$ cat src/bpci_map.svh
`ifndef BPCI_MAP_SVH
`define BPCI_MAP_SVH

// Register byte offsets
`define BPCI_OFS_LOCK         8'h00
`define BPCI_OFS_CTRL         8'h04
`define BPCI_OFS_SCT          8'h08
`define BPCI_OFS_OCT          8'h0C
`define BPCI_OFS_HCT          8'h10
`define BPCI_OFS_SCL          8'h14
`define BPCI_OFS_IEN          8'h18
`define BPCI_OFS_IFLG         8'h1C

// Lock register fields
`define BPCI_LOCK_BIT         0
`define BPCI_LOCK_EN_BIT      1
`define BPCI_BUSY_BIT         2

// Flag, enable and control bit positions
`define BPCI_UV_BIT           5
`define BPCI_SC_BIT           4

// Reset values
`define BPCI_CTRL_RST         6'h3F
`define BPCI_SCT_RST          7'h10
`define BPCI_OCT_RST          6'h00
`define BPCI_HCT_RST          6'h00
`define BPCI_SCL_RST          8'h00
`define BPCI_IEN_RST          6'h00

// Timing
`define BPCI_PCLK_NS          100
`define BPCI_OSC_NS           7812
`define BPCI_SC_STEP_NS       78120
`define BPCI_SC_OFS_NS        7812
`define BPCI_OC_STEP_NS       625000
`define BPCI_HC_STEP_NS       2500000
`define BPCI_SC_REINIT_NS     86000
`define BPCI_OC_REINIT_NS     100000
`define BPCI_HC_REINIT_NS     200000
`define BPCI_SC_STEP_TICKS    (`BPCI_SC_STEP_NS / `BPCI_OSC_NS)
`define BPCI_SC_OFS_TICKS     (`BPCI_SC_OFS_NS / `BPCI_OSC_NS)
`define BPCI_OC_STEP_TICKS    (`BPCI_OC_STEP_NS / `BPCI_OSC_NS)
`define BPCI_HC_STEP_TICKS    (`BPCI_HC_STEP_NS / `BPCI_OSC_NS)
`define BPCI_SC_REINIT_TICKS  (`BPCI_SC_REINIT_NS / `BPCI_OSC_NS)
`define BPCI_OC_REINIT_TICKS  (`BPCI_OC_REINIT_NS / `BPCI_OSC_NS)
`define BPCI_HC_REINIT_TICKS  (`BPCI_HC_REINIT_NS / `BPCI_OSC_NS)
`define BPCI_GUARD_OSC        3
`define BPCI_GUARD_CPU        3
`define BPCI_LOCK_WINDOW      4

`endif

$ cat src/bpci_pkg.sv
package bpci_pkg;

   // Comparator outputs, one per condition, bit order as the flag register
   typedef struct packed {
      logic uv_warn;
      logic sc;
      logic doc;
      logic coc;
      logic dhc;
      logic chc;
   } bpci_cmp_t;

   // Parameters as applied inside the protection unit
   typedef struct packed {
      logic [5:0] disable_n;
      logic [6:0] short_circuit_delay_field;
      logic [5:0] overcurrent_delay_field;
      logic [5:0] highcurrent_delay_field;
      logic [7:0] short_circuit_threshold_field;
   } bpci_param_t;

   typedef enum logic [1:0] {
      BPCI_G_IDLE,
      BPCI_G_OSC,
      BPCI_G_CPU
   } bpci_guard_t;

   typedef enum logic [1:0] {
      BPCI_L_OPEN,
      BPCI_L_ARMED,
      BPCI_L_LOCKED
   } bpci_lock_t;

endpackage

$ cat src/bpci_top.sv
// The address map and the APB interface to the registers were left to the implementer.
`include "bpci_map.svh"

module bpci_top
   import bpci_pkg::*;
(
   input  wire logic        pclk,
   input  wire logic        presetn,
   input  wire logic        psel,
   input  wire logic        penable,
   input  wire logic        pwrite,
   input  wire logic [7:0]  paddr,
   input  wire logic [31:0] pwdata,
   output logic [31:0]      prdata,
   output logic             pready,
   output logic             pslverr,
   input  wire logic        osc_tick,
   input  wire bpci_cmp_t   cmp,
   input  wire logic        discharge_switch_en,
   input  wire logic        charge_switch_en,
   input  wire logic        power_off,
   output bpci_param_t      applied,
   output logic [4:0]       prot_trip,
   output logic             irq,
   output logic             irq_wake
);

   // Register file
   logic [5:0]  ctrl;
   logic [6:0]  sct;
   logic [5:0]  oct;
   logic [5:0]  hct;
   logic [7:0]  scl;
   logic [5:0]  ien;
   logic [5:0]  iflg;
   bpci_guard_t gstate;
   logic [1:0]  gcnt;
   bpci_lock_t  lstate;
   logic [2:0]  lcnt;
   logic        lock_enable_bit;
   logic        busy;
   logic        wr;
   logic        rd_setup;
   logic        param_wr;
   logic        param_ok;
   logic [5:0]  flag_set;
   logic        dsw_q;
   logic        csw_q;

   function automatic logic is_param(input logic [7:0] a);
      is_param = (a == `BPCI_OFS_CTRL) || (a == `BPCI_OFS_SCT) || (a == `BPCI_OFS_OCT)
              || (a == `BPCI_OFS_HCT) || (a == `BPCI_OFS_SCL);
   endfunction

   function automatic logic is_mapped(input logic [7:0] a);
      is_mapped = is_param(a) || (a == `BPCI_OFS_LOCK) || (a == `BPCI_OFS_IEN)
               || (a == `BPCI_OFS_IFLG);
   endfunction

   // Reaction time in oscillator ticks for protection index
   function automatic logic [14:0] react_ticks(input int idx, input bpci_param_t p);
      logic [6:0] n;
      n = 7'h00;
      react_ticks = 15'h0000;
      case (idx)
         4:
         begin
            n = (p.short_circuit_delay_field < 7'h02) ? 7'h01 : p.short_circuit_delay_field;
            react_ticks = 15'(n * `BPCI_SC_STEP_TICKS + `BPCI_SC_OFS_TICKS);
         end
         3, 2:
         begin
            n = {1'b0, (p.overcurrent_delay_field < 6'h02) ? 6'h01 : p.overcurrent_delay_field};
            react_ticks = 15'(n * `BPCI_OC_STEP_TICKS);
         end
         default:
         begin
            n = {1'b0, (p.highcurrent_delay_field < 6'h02) ? 6'h01 : p.highcurrent_delay_field};
            react_ticks = 15'(n * `BPCI_HC_STEP_TICKS);
         end
      endcase
   endfunction

   function automatic logic [4:0] reinit_ticks(input int idx);
      case (idx)
         4:       reinit_ticks = 5'(`BPCI_SC_REINIT_TICKS);
         3, 2:    reinit_ticks = 5'(`BPCI_OC_REINIT_TICKS);
         default: reinit_ticks = 5'(`BPCI_HC_REINIT_TICKS);
      endcase
   endfunction

   assign wr       = psel && penable && pwrite;
   assign rd_setup = psel && !penable && !pwrite;
   assign busy     = (gstate != BPCI_G_IDLE);
   assign param_ok = !busy && (lstate != BPCI_L_LOCKED);
   assign param_wr = wr && is_param(paddr) && param_ok;
   assign pready   = 1'b1;
   assign pslverr  = psel && penable && !is_mapped(paddr);

   // Parameter registers
   always_ff @(posedge pclk or negedge presetn)
   begin
      if (!presetn)
      begin
         ctrl <= `BPCI_CTRL_RST;
         sct  <= `BPCI_SCT_RST;
         oct  <= `BPCI_OCT_RST;
         hct  <= `BPCI_HCT_RST;
         scl  <= `BPCI_SCL_RST;
      end
      else if (param_wr)
      begin
         case (paddr)
            `BPCI_OFS_CTRL: ctrl <= pwdata[5:0];
            `BPCI_OFS_SCT:  sct  <= pwdata[6:0];
            `BPCI_OFS_OCT:  oct  <= pwdata[5:0];
            `BPCI_OFS_HCT:  hct  <= pwdata[5:0];
            `BPCI_OFS_SCL:  scl  <= pwdata[7:0];
            default:        ctrl <= ctrl;
         endcase
      end
   end

   // Write guard: oscillator ticks, then CPU cycles, then apply
   always_ff @(posedge pclk or negedge presetn)
   begin
      if (!presetn)
      begin
         gstate <= BPCI_G_IDLE;
         gcnt   <= 2'h0;
      end
      else
      begin
         case (gstate)
            BPCI_G_IDLE:
               if (param_wr)
               begin
                  gstate <= BPCI_G_OSC;
                  gcnt   <= 2'h0;
               end
            BPCI_G_OSC:
               if (osc_tick)
               begin
                  if (gcnt == 2'(`BPCI_GUARD_OSC - 1))
                  begin
                     gstate <= BPCI_G_CPU;
                     gcnt   <= 2'h0;
                  end
                  else
                     gcnt <= gcnt + 2'h1;
               end
            BPCI_G_CPU:
               if (gcnt == 2'(`BPCI_GUARD_CPU - 1))
                  gstate <= BPCI_G_IDLE;
               else
                  gcnt <= gcnt + 2'h1;
            default:
               gstate <= BPCI_G_IDLE;
         endcase
      end
   end

   // Protection unit sees new values only at the end of the guard
   always_ff @(posedge pclk or negedge presetn)
   begin
      if (!presetn)
         applied <= '{`BPCI_CTRL_RST, `BPCI_SCT_RST, `BPCI_OCT_RST, `BPCI_HCT_RST,
                      `BPCI_SCL_RST};
      else if (gstate == BPCI_G_CPU && gcnt == 2'(`BPCI_GUARD_CPU - 1))
         applied <= '{ctrl, sct, oct, hct, scl};
   end

   // Lock sequence
   always_ff @(posedge pclk or negedge presetn)
   begin
      if (!presetn)
      begin
         lstate          <= BPCI_L_OPEN;
         lcnt            <= 3'h0;
         lock_enable_bit <= 1'b0;
      end
      else
      begin
         case (lstate)
            BPCI_L_OPEN:
               if (wr && paddr == `BPCI_OFS_LOCK && pwdata[1:0] == 2'h3)
               begin
                  lstate          <= BPCI_L_ARMED;
                  lcnt            <= 3'h0;
                  lock_enable_bit <= 1'b1;
               end
            BPCI_L_ARMED:
               if (wr && paddr == `BPCI_OFS_LOCK && pwdata[1:0] == 2'h1)
               begin
                  lstate          <= BPCI_L_LOCKED;
                  lock_enable_bit <= 1'b0;
               end
               else if (wr && paddr == `BPCI_OFS_LOCK && pwdata[1:0] == 2'h3)
                  lcnt <= 3'h0;
               else if (lcnt == 3'(`BPCI_LOCK_WINDOW - 1) || (wr && paddr == `BPCI_OFS_LOCK))
               begin
                  lstate          <= BPCI_L_OPEN;
                  lock_enable_bit <= 1'b0;
               end
               else
                  lcnt <= lcnt + 3'h1;
            BPCI_L_LOCKED:
               lstate <= BPCI_L_LOCKED;
            default:
               lstate <= BPCI_L_OPEN;
         endcase
      end
   end

   // Interrupt enables and flags
   always_ff @(posedge pclk or negedge presetn)
   begin
      if (!presetn)
         ien <= `BPCI_IEN_RST;
      else if (wr && paddr == `BPCI_OFS_IEN)
         ien <= pwdata[5:0];
   end

   always_ff @(posedge pclk or negedge presetn)
   begin
      if (!presetn)
         iflg <= 6'h00;
      else if (wr && paddr == `BPCI_OFS_IFLG)
         iflg <= (iflg & pwdata[5:0]) | flag_set;
      else
         iflg <= iflg | flag_set;
   end

   assign flag_set[`BPCI_UV_BIT] = cmp.uv_warn && applied.disable_n[`BPCI_UV_BIT];
   assign flag_set[4:0]          = prot_trip;

   always_ff @(posedge pclk or negedge presetn)
   begin
      if (!presetn)
         irq <= 1'b0;
      else
         irq <= |(iflg & ien);
   end

   assign irq_wake = irq && !power_off;

   // Switch history for restart detection
   always_ff @(posedge pclk or negedge presetn)
   begin
      if (!presetn)
      begin
         dsw_q <= 1'b0;
         csw_q <= 1'b0;
      end
      else
      begin
         dsw_q <= discharge_switch_en;
         csw_q <= charge_switch_en;
      end
   end

   // Current protections, index equals flag bit
   for (genvar i = 0; i < 5; i++)
   begin : g_prot
      logic [14:0] run;
      logic [4:0]  hold;
      logic        fired;
      logic        level;
      logic        sw;
      logic        sw_rise;

      assign level   = cmp[i];
      assign sw      = (i == 4 || i == 3 || i == 1) ? discharge_switch_en : charge_switch_en;
      assign sw_rise = sw && !((i == 4 || i == 3 || i == 1) ? dsw_q : csw_q);

      always_ff @(posedge pclk or negedge presetn)
      begin
         if (!presetn)
         begin
            run       <= 15'h0000;
            hold      <= 5'h00;
            fired     <= 1'b0;
            prot_trip[i] <= 1'b0;
         end
         else
         begin
            prot_trip[i] <= 1'b0;
            if (sw_rise)
            begin
               hold <= reinit_ticks(i);
               run  <= 15'h0000;
            end
            else if (!sw || !applied.disable_n[i] || !level)
            begin
               run   <= 15'h0000;
               fired <= 1'b0;
            end
            else if (osc_tick)
            begin
               if (hold != 5'h00)
                  hold <= hold - 5'h01;
               else if (!fired && run >= react_ticks(i, applied))
               begin
                  fired        <= 1'b1;
                  prot_trip[i] <= 1'b1;
               end
               else if (!fired)
                  run <= run + 15'h0001;
            end
         end
      end
   end

   // Read data, captured in the setup phase
   always_ff @(posedge pclk or negedge presetn)
   begin
      if (!presetn)
         prdata <= 32'h0000_0000;
      else if (rd_setup)
      begin
         case (paddr)
            `BPCI_OFS_LOCK: prdata <= {29'h0, busy, lock_enable_bit,
                                       lstate == BPCI_L_LOCKED};
            `BPCI_OFS_CTRL: prdata <= {26'h0, ctrl};
            `BPCI_OFS_SCT:  prdata <= {25'h0, sct};
            `BPCI_OFS_OCT:  prdata <= {26'h0, oct};
            `BPCI_OFS_HCT:  prdata <= {26'h0, hct};
            `BPCI_OFS_SCL:  prdata <= {24'h0, scl};
            `BPCI_OFS_IEN:  prdata <= {26'h0, ien};
            `BPCI_OFS_IFLG: prdata <= {26'h0, iflg};
            default:        prdata <= 32'h0000_0000;
         endcase
      end
   end

endmodule

$ cat config.mk
export PLATFORM = sky130hd
export DESIGN_NAME = bpci_top
export DESIGN_NICKNAME = d
export VERILOG_FILES = /design/src/bpci_pkg.sv /design/src/bpci_top.sv
export VERILOG_INCLUDE_DIRS = /design/src /design/src/src
export SDC_FILE = /design/constraint.sdc
export NUM_CORES = 1
export LEC_CHECK = 0
export BUFFER_PORTS_ARGS = -buffer_cell sky130_fd_sc_hd__buf_4
export CAP_MARGIN = 5
export CELL_PAD_IN_SITES_DETAIL_PLACEMENT = 0
export CELL_PAD_IN_SITES_GLOBAL_PLACEMENT = 2
export CORE_ASPECT_RATIO = 1.2
export CORE_MARGIN = 2
export CORE_UTILIZATION = 42
export DETAILED_ROUTE_END_ITERATION = 16
export PLACE_DENSITY_LB_ADDON = 0.1
export SLEW_MARGIN = 10
export SYNTH_ARGS = -nofsm -noshare
export SYNTH_HDL_FRONTEND = slang
export SYNTH_SLANG_ARGS = --single-unit
$ cat constraint.sdc
create_clock -name pclk -period 7.95 [get_ports pclk]
set_clock_uncertainty 0.05 [all_clocks]
set_input_delay 1.59 -clock pclk [delete_from_list [all_inputs] [get_ports pclk]]
set_output_delay 1.59 -clock pclk [all_outputs]
set_load 0.01 [all_outputs]
Yosys cells after proc, flatten, opt, wreduce, memory -nomap -nowiden:

Index checks and enable logic that the tools add are counted.

* bitwise gates (word level): 6
* $lt $le $gt $ge: 8
* eq/ne operators: 51
* multiplexer cells: 145
* reduce and logical (&&, ||, !) cells: 124
* add/subtract/negate cells: 13
* multipliers: 3

Operators by type and width (count)
* $mux W15: 50
* $mux W5: 20
* $add A15 B1 Y15 const B: 5
* $ge A15 B15 Y1: 5
* $pmux W8 S8: 1
* $reduce_and A4 Y1: 14
* $mux W1: 49
* $ne A3 B3 Y1 const B: 13
* $reduce_bool A2 Y1: 19
* $ne A2 B2 Y1 const B: 18
* $eq A8 B5 Y1 const B: 4
* $reduce_bool A5 Y1: 5
* $sub A5 B1 Y5 const B: 5
* $logic_not A1 Y1: 24
* $mux W2: 12
* $logic_and A1 B1 Y1: 23
* $logic_or A1 B1 Y1: 18
* $mul A6 B3 Y9 const B: 2
* $mux W6: 3
* $pmux W2 S3: 3
* $reduce_and A3 Y1: 6
* $reduce_bool A3 Y1: 6
* $eq A8 B4 Y1 const B: 2
* $add A11 B1 Y12 const B: 1
* other kinds (22): 42

* bits in registers: 233
* logic and storage cells: 391
* output and inout port bits: 74

Logic depth before layout (Yosys ltp):

Gate-level depths: netlist of run 1.

* depth in word-level cells: 15
* mapped depth: 17

Worst setup path after synthesis of run 1:

Ideal clock, no wire load.

* path type: input-to-output
* start: in paddr[1]
* end: out pslverr
* path slack: 3.836 ns
* data required time: 6.310 ns
* arrival: 2.474 ns
* cell stages on the path: 3
* cells stage by stage: or4_1 nor2_4 nor2_1

* cells in the longest elaborated chain, start to end: 10

Ends and longest elaborated chain
* start, declared: line bpci_top.sv:12 `input wire logic [7:0] paddr,`
* $eq A8 B3 Y1 / $eq A8 B4 Y1 (equally long branches)
* $logic_or A1 B1 Y1 (4 in series): line bpci_top.sv:51 `` is_param = (a == `BPCI_OFS_CTRL) || (a == `BPCI_OFS_SCT) || (a == `BPCI_OFS_OCT) ``
* $logic_or A1 B1 Y1 (2 in series): line bpci_top.sv:56 `` is_mapped = is_param(a) || (a == `BPCI_OFS_LOCK) || (a == `BPCI_OFS_IEN) ``
* $logic_or A1 B1 Y1 (*): line bpci_top.sv:56
* $logic_not A1 Y1 (*): line bpci_top.sv:98 `assign pslverr = psel && penable && !is_mapped(paddr);`
* $logic_and A1 B1 Y1 (*): line bpci_top.sv:98
* end, declared: line bpci_top.sv:16 `output logic pslverr,`

Mark *: on every way between the ends. The rest lies on a longest branch, timed or not.

Worst setup path in the final report of run 1:

* start: reg applied[9] in the netlist's numbering
* end: reg g_prot[1].run[4]

* cells in the longest elaborated chain, start to end: 11

Ends and longest elaborated chain
* start, declared: line bpci_top.sv:22 `output bpci_param_t applied,`
* start signal, assigned: line bpci_top.sv:167 `` applied <= '{`BPCI_CTRL_RST, `BPCI_SCT_RST, `BPCI_OCT_RST, `BPCI_HCT_RST, ``
* start signal, assigned: line bpci_top.sv:170 `applied <= '{ctrl, sct, oct, hct, scl};`
* $lt A6 B2 Y1
* $mux W6 (*)
* $mul A6 B3 Y9 (no source line) (*)
* $mux W15 (*): line bpci_top.sv:300 `if (hold != 5'h00)`
* $mux W15 (*): line bpci_top.sv:298 `else if (osc_tick)`
* $mux W15 (*): line bpci_top.sv:293 `else if (!sw || !applied.disable_n[i] || !level)`
* $mux W15 (*): line bpci_top.sv:288 `if (sw_rise)`
* $ge A15 B15 Y1 (*): line bpci_top.sv:302 `else if (!fired && run >= react_ticks(i, applied))`
* $logic_and A1 B1 Y1 (*): line bpci_top.sv:302
* $ne A3 B3 Y1 (no source line) (*)
* $reduce_and A4 Y1 (no source line) (*)
* end signal, assigned: line bpci_top.sv:308 `run <= run + 15'h0001;`
* end, declared: line bpci_top.sv:265 `logic [14:0] run;`

Mark *: on every way between the ends. The rest lies on a longest branch, timed or not. The select of a mux whose other input is x is not followed.
A chain may end at the register's enable or synchronous reset.

==> results by group, run 1 <==
Power
  – Power per cell area: about 160 nW/um^2
  – Comb pwr share: 3.1%
  – P_sw: between 500 and 600 uW
  – Cell-internal power: 1750 uW
  – Switch share: around 23%
  – Peak supply drop: between 0.1 and 0.15 mV
  – Seq pwr share: between 40% and 50%
  – P_leak: 0.00629 uW
  – Clk network pwr share: 49.5%

Routing
  – TritonRoute pass-1 iters: 4
  – Average routed wire per standard cell: between 15 and 20 um
  – Total Routed Length: 29300 um
  – Residual DRC: 0
  – Vias: 8933
  – Iteration-0 DRC Markers: roughly 420
  – Vias per cell: roughly 5.4
  – Post-DRT Antenna Nets: 0

Synthesis
  – Fraction of registers with async set/reset: 100%
  – Syn avg cell area: between 10 and 15 um^2
  – Distinct cells, synth: 78
  – Syn Inst Count: around 1200
  – FF+latch count, synth: about 210
  – Top_reg_cell synth: dfrtp_1
  – EDFF count, synth: 0
  – Ys Warns: 0
  – Post-Syn Area: about 12000 um^2
  – Seq/Total Area, Yosys: 42.9%

STA
  – TNS Setup: 0 ps
  – Period utilisation layout: approximately 60%
  – Max Clk Rate: between 0.2 and 0.25 GHz
  – Max-slew headroom: between 20% and 30%
  – Max Slew Vio Count: 0
  – Unrepaired setup endpoints after global routing: no
  – Setup Viol. Count Final: 0
  – Hold Violations, Final: 0
  – Slew @ Worst Pin: between 1000 and 1500 ps
  – Post-layout min period: about 4700 ps

Worst hold path
  – Hold Path End: lcnt[0]
  – Hold Startpoint: lcnt[0]
  – Hold Path Cell Cnt: 1
  – Hold Path Class: reg -> reg

Place
  – DPL Wire Length: between 20000 and 25000 um
  – GP Congestion: between 0.7 and 0.8
  – Port bufs: between 70 and 80

Global routing
  – Vias in the first global route: approximately 8900
  – First-pass GRT wire length: ~48000 um
  – Overall routing resource usage: 19.4%
  – Largest net degree at the start of global routing: approximately 140
  – Overflow after GRT: 0
  – Initial antenna violation count: 0

Die
  – Initial Utilization: 42.6%
  – Core area: roughly 29000 um^2
  – # rows: 68
  – Die X: 160 um
  – Total die area: 30500 um^2
  – Io pins: between 100 and 150
  – Vert. Die Dim: 191 um

Setup path
  – Delay-heaviest family, CP: simple AND/OR/NAND/NOR gates
  – CP endpoint kind: flip-flop
  – Worst path arrival time: approximately 5100 ps
  – Startpoint types: flip-flop
  – Crit path buf inv count: 1
  – Max incr delay on CP: between 500 and 600 ps
  – Worst-path cell chain: inv_1 > a21o_1 > ha_1 > ha_1 > fa_1 > a21o_1 > a21oi_1 > xor2_1 > ha_1 > a21oi_1 > a21boi_0 > or3_1 > or2_0 > or4_1 > a21oi_1
  – Worst reg2reg path endpoint: g_prot[1].run[4]
  – Critical path type: reg -> reg
  – Worst r2r src: applied[9]
  – R2R depth: 15
  – CP required: approximately 8400 ps
  – Worst path slowest cell: or4_1
  – Crit-path max FO: 17
  – Critical Path Source: applied[9]
  – R2r setup slk: roughly 3200 ps

Clock network
  – CTS tree: yes
  – Clock sinks: 209
  – Root buffer cell: clkbuf_16
  – CTS resizes: 0
  – Maximum root-to-sink buffer count: 3
  – Worst skew pair latency: between 500 and 600 ps
  – Num CTS Buffers: 25
  – CTS clk-pin slew, worst paths: about 60 ps
  – Post-CTS Setup Repair Bufs: 0
  – CTS Hold Buffers Added: 0
  – H-tree Lvls: 1

Cells and area
  – Layout area overhead: 13.2%
  – Final core occ: between 40% and 50%
  – FF/Latch Area: 5250 um^2
  – Antenna Cells: 0
  – Commonest non-fill, non-tap cell in the layout: dfrtp_1
  – Commonest cells after routing, fill and taps aside: 195 x dfrtp_1, 99 x ha_1, 80 x buf_4
  – Layout cell share with drive strength beyond 1: approximately a fifth
  – Area of the multi-input gates: approximately 6500 um^2
  – Fill count: between 2000 and 3000
  – Nets@finish: approximately 1400

Job
  – Max_cap viols: 0

Outcome
  – Run status: complete, no violations
-- per-stage QoR --
stage | instance area (um^2) | instances | hold WS, ps | setup WS, ps | total power (uW)
6_report | 13900 | 1649 | 434 | 3220 | 2260
4_1_cts | 13900 | 1649 | 435 | 3140 | 2290
5_1_grt | 13900 | 1649 | 460 | 2930 | 2340
3_5_place_dp | 13100 | 1603 | 427 | 3150 | 1160
3_3_place_gp | 13100 | 1603 | 423 | 3220 | 1160
2_1_floorplan | 12300 | 1212 | 384 | 3840 | 1120
-- power by group through the flow --
| stage | sequential [uW] | clock [uW] | combinational, uW |
|---|---|---|---|
| floorplan | 1090 | 0 | 31.8 |
| global placement | 1090 | 0 | 72.9 |
| detailed placement | 1090 | 0 | 72.6 |
| CTS | 1070 | 1150 | 72.8 |
| global route | 1070 | 1200 | 79.5 |
| finish | 1070 | 1120 | 70.5 |
-- area by class of cell --
class	count	share of cell area, %
clock buffer	41	5.24
clock inverter	5	0.496
inverter	57	1.54
multi-input combinational	870	46.8
sequential	209	37.9
tap	385	3.48
timing repair buffer	82	4.59
-- state kept, by name, summed over array words and instances, names as in the netlist --
register,count
prdata,8
gcnt,2
oct,6
applied,33
iflg,6
gstate,2
prot_trip,5
g_prot.hold,25
scl,8
ctrl,6
sct,7
g_prot.run,75
csw_q,1
irq,1
lcnt,3
g_prot.fired,5
hct,6
dsw_q,1
lock_enable_bit,1
ien,6
lstate,2
-- per-layer routing --
metal / track usage (%) / vias to the layer above / wire [um] / part of all wire, %
met1: 26.0 / 4400 / 13500 / 46
met4: 4.71 / 0 / 544 / 1.9
met3: 2.21 / 35 / 866 / 3.0
met5: 0 / - / 0 / 0
met2: 33.7 / 115 / 14400 / 49
li1: - / 4383 / - / -
-- cells by family after synthesis --
family,after synthesis,synth area share (%)
fa+ha+maj,102,10.6
simple gates,383,17.6
xor+xnor,46,3.29
compound gates,220,12.0
mux,94,8.75
other cells,2,0.0613
flops,209,42.9
buf+inv,133,4.85
-- worst max-delay path by stage --
| stage | depth (start not counted) | endpoint | slack [ps] |
|---|---|---|---|
| after CTS | 15 | g_prot[1].run[4] | 3140 |
| final | 15 | g_prot[1].run[4] | 3220 |
| after global placement | 15 | g_prot[0].run[10] | 3220 |
| after global routing | 15 | g_prot[1].run[4] | 2930 |
| after floorplan | 3 | pslverr | 3840 |
| after detailed placement | 15 | g_prot[1].run[4] | 3150 |
-- synthesized netlist by cell type, drive strengths merged (12+ instances only) --
cell type  instances  area share, %
or3               21            1.1
buf               32            1.8
dfstp             14            3.0
xnor2             28            2.0
nor2              70            2.3
a21oi             77            3.2
a21o              12           0.74
mux2i             17            1.4
xor2              18            1.3
mux2              74            6.8
or4               25            1.5
nand4             32            1.7
dfrtp            195             40
nor3              15           0.79
ha                99             10
o31ai             20            1.2
o21ai             44            1.8
nand2             75            2.3
nor2b             13           0.66
clkbuf            44            1.3
and3              21            1.1
nand3             39            1.6
inv               57            1.7
Power figures use the tool's default switching activity.
==> run 2: changes to the inputs <==
Settings changed: CORE_UTILIZATION 42 to 35.
Clock period 7.95 ns to 4.1 ns, I/O delays scaled along.
==> run 2 against run 1 <==
Compared with the run above: via count up 3.4%; highest routed layer unchanged; routed wire length increased by 9.7%; register-to-register slack lost 3000 ps; sequential share of layout area decreased by 2.2 points; critical path depth grew 1; sequential power is 93% higher; largest cell class unchanged; combinational power rose by 100%; clock-buffer cell count decreased by 3.
==> results by group, run 2 (same netlist as run 1, synthesis figures left out) <==
Power
  – Peak supply drop: 0.250 mV (+73%)
  – Comb pwr share: 3.2% (about the same)
  – Clk network pwr share: 50.4% (+0.9 points)
  – Seq pwr share: 46.5% (-0.9 points)
  – P_sw: 1020 uW (+99%)
  – Overall power: 4460 uW (+98%)
  – Switch share: 22.8% (+0.11 points)
  – Power per cell area: 303 nW/um^2 (+86%)
  – P_leak: 0.00665 uW (+5.7%)
  – Cell-internal power: 3450 uW (+97%)

Routing
  – Average routed wire per standard cell: 17.9 um (+1.0%)
  – Iteration-0 DRC Markers: 417 (unchanged)
  – Post-DRT Antenna Nets: 0 (unchanged)
  – TritonRoute pass-1 iters: 4 (unchanged)
  – Vias per cell: 5.16 (-4.7%)
  – Vias: 9239 (+3.4%)
  – Total Routed Length: 32100 um (+9.7%)
  – Residual DRC: 0 (unchanged)

Global routing
  – GR peak layer: met2
  – Overflow after GRT: 0 (unchanged)
  – First-pass GRT wire length: 51800 um (+8.1%)
  – Overall routing resource usage: 17.7% (-1.7 points)
  – Grt met3 use: 1.98% (-0.23 points)
  – Vias in the first global route: 9241 (+3.9%)
  – Largest net degree at the start of global routing: 79 (-41%)
  – Initial antenna violation count: 0 (unchanged)
  – GRT met2 Usage: 30.9% (-2.8 points)
  – Met1 GRT Util: 23.4% (-2.5 points)

Setup path
  – CP endpoint kind: flip-flop
  – Worst path arrival time: 4280 ps (-860 ps)
  – Delay-heaviest family, CP: compound AO/OA/AOI/OAI gates
  – Crit path buf inv count: 0 (-1)
  – Critical path's most frequent cell: nor2_1
  – Critical path type: reg -> reg
  – Worst path slowest cell: dfstp_2
  – Worst-path cell chain: nor2_1 > a31o_2 > ha_1 > ha_2 > fa_2 > a21oi_2 > nor2_1 > nor2_2 > xor2_1 > ha_1 > a21o_1 > a21o_1 > a211o_4 > a2111oi_0 > xnor2_1 > nor2_1
  – CP required: 4470 ps (-3890 ps)
  – Max incr delay on CP: 530 ps (-60 ps)
  – Startpoint types: flip-flop
  – Crit-path max FO: 7 (-10)

Die
  – Vert. Die Dim: 209 um (+9.3%)
  – Core area: 34700 um^2 (+21%)
  – Total die area: 36500 um^2 (+20%)
  – Initial Utilization: 35.3% (-7.3 points)
  – # rows: 75 (+10%)
  – Die X: 175 um (+9.3%)
  – Io pins: 129 (unchanged)

Clock network
  – Root buffer cell: clkbuf_16
  – Clock sinks: 209 (unchanged)
  – CTS tree: yes
  – H-tree Lvls: 1 (unchanged)
  – CTS Hold Buffers Added: 0 (unchanged)
  – Worst skew pair latency: 550 ps (about the same)
  – Maximum root-to-sink buffer count: 3 (unchanged)
  – Num CTS Buffers: 25 (unchanged)
  – CTS clk-pin slew, worst paths: 60 ps (about the same)

STA
  – Max-slew headroom: 30.7% (+3.0 points)
  – Slew @ Worst Pin: 1040 ps (-45.1 ps)
  – Hold Violations, Final: 0 (unchanged)
  – Post-layout min period: 3920 ps (-819 ps)
  – Max Clk Rate: 0.255 GHz (+21%)
  – Setup Viol. Count Final: 0 (unchanged)
  – Post-route setup slack: 184 ps (-3030 ps)
  – Max Slew Vio Count: 0 (unchanged)
  – Period utilisation layout: 95.5% (+36 points)
  – Hold slack: 228 ps (-206 ps)
  – TNS Setup: 0 ps (unchanged)

Place
  – Place WS: -67.6 ps (-3220 ps)
  – Port bufs: 79 (unchanged)
  – DPL Wire Length: 23300 um (+8.5%)
  – GP Congestion: 0.754 (-2.4%)
  – Placed cells: 1736 (+8.3%)

Cells and area
  – Largest register FFs: 75 (unchanged)
  – Commonest non-fill, non-tap cell in the layout: dfrtp_1
  – Biggest register: g_prot.run
  – Layout area overhead: 20.4%
  – Top flop regs: g_prot.run (75), applied (33), g_prot.hold (25)
  – Commonest cells after routing, fill and taps aside: 195 x dfrtp_1, 138 x buf_4, 94 x ha_1
  – Layout cell share with drive strength beyond 1: 26.2% (+7.0 points)
  – Final Non-Filler Cells: 1790 (+8.6%)
  – Nets@finish: 1468 (+4.7%)
  – Antenna Cells: 0 (unchanged)

Job
  – Max_cap viols: 0 (unchanged)

Worst hold path
  – Hold Path Class: in -> async

Outcome
  – Run status: complete, no violations
==> run 2: final cells by class <==
| type | count | area [um^2] |
|---|---|---|
| clock inverter | 6 | 83.8 |
| inverter | 57 | 214 |
| clock buffer | 38 | 724 |
| fill | 3466 | 20000 |
| sequential | 209 | 5250 |
| multi-input combinational | 871 | 6720 |
| tap | 462 | 578 |
| timing repair buffer | 147 | 1170 |
==> run 2: worst reg2reg max path, delay by kind of cell (launching register included) <==
family                     cells  cell delay, ps
AOI/OAI and AO/OA              6            1600
adders and majority gates      4            1020
DFF                            1             530
xor gates and xnor gates       2             350
and+or+nand+nor                4             250
==> run 2: path summary, 6_finish.rpt <==
check | start | end | slack, ps | depth (start not counted)
worst max-delay path | applied[24] | g_prot[4].run[6] | 180 | 16
worst min-delay path | presetn | g_prot[2].run[11] | 230 | 1
worst max register to register | applied[24] | g_prot[4].run[6] | 180 | 16
worst min register to register | g_prot[1].fired | prot_trip[1] | 420 | 1
max in group asynchronous | presetn | ctrl[1] | 2900 | 2
min in group pclk | charge_switch_en | csw_q | 370 | 1
==> run 2: layer usage <==
layer	wire, um	part of all wire [%]	up-vias
met2	16100	50	112
met1	14500	45	4571
met4	559	1.7	0
li1	-	-	4518
met5	0	0	-
met3	901	2.8	38
==> run 2: stage by stage <==
stage	area (um^2)	util (%)
final	14700	42.4
after global routing	14700	42.4
after CTS	14500	41.7
after detailed placement	13600	39.2
after global placement	13600	39.2
after floorplan	12300	-
==> run 2: repair_timing <==
item	in CTS	in global routing
setup endpoints to repair	18	48
gates resized for setup	8	45
gates cloned	0	2
pin swaps	4	41
setup buffers	0	8
==> run 2: power by group through the flow <==
stage / Sequential, uW / Combinational [uW] / Clock (uW)
floorplan: 2110 / 61.6 / 0
global placement: 2110 / 146 / 0
detailed placement: 2110 / 146 / 0
CTS: 2070 / 147 / 2330
global route: 2070 / 159 / 2410
finish: 2070 / 141 / 2250
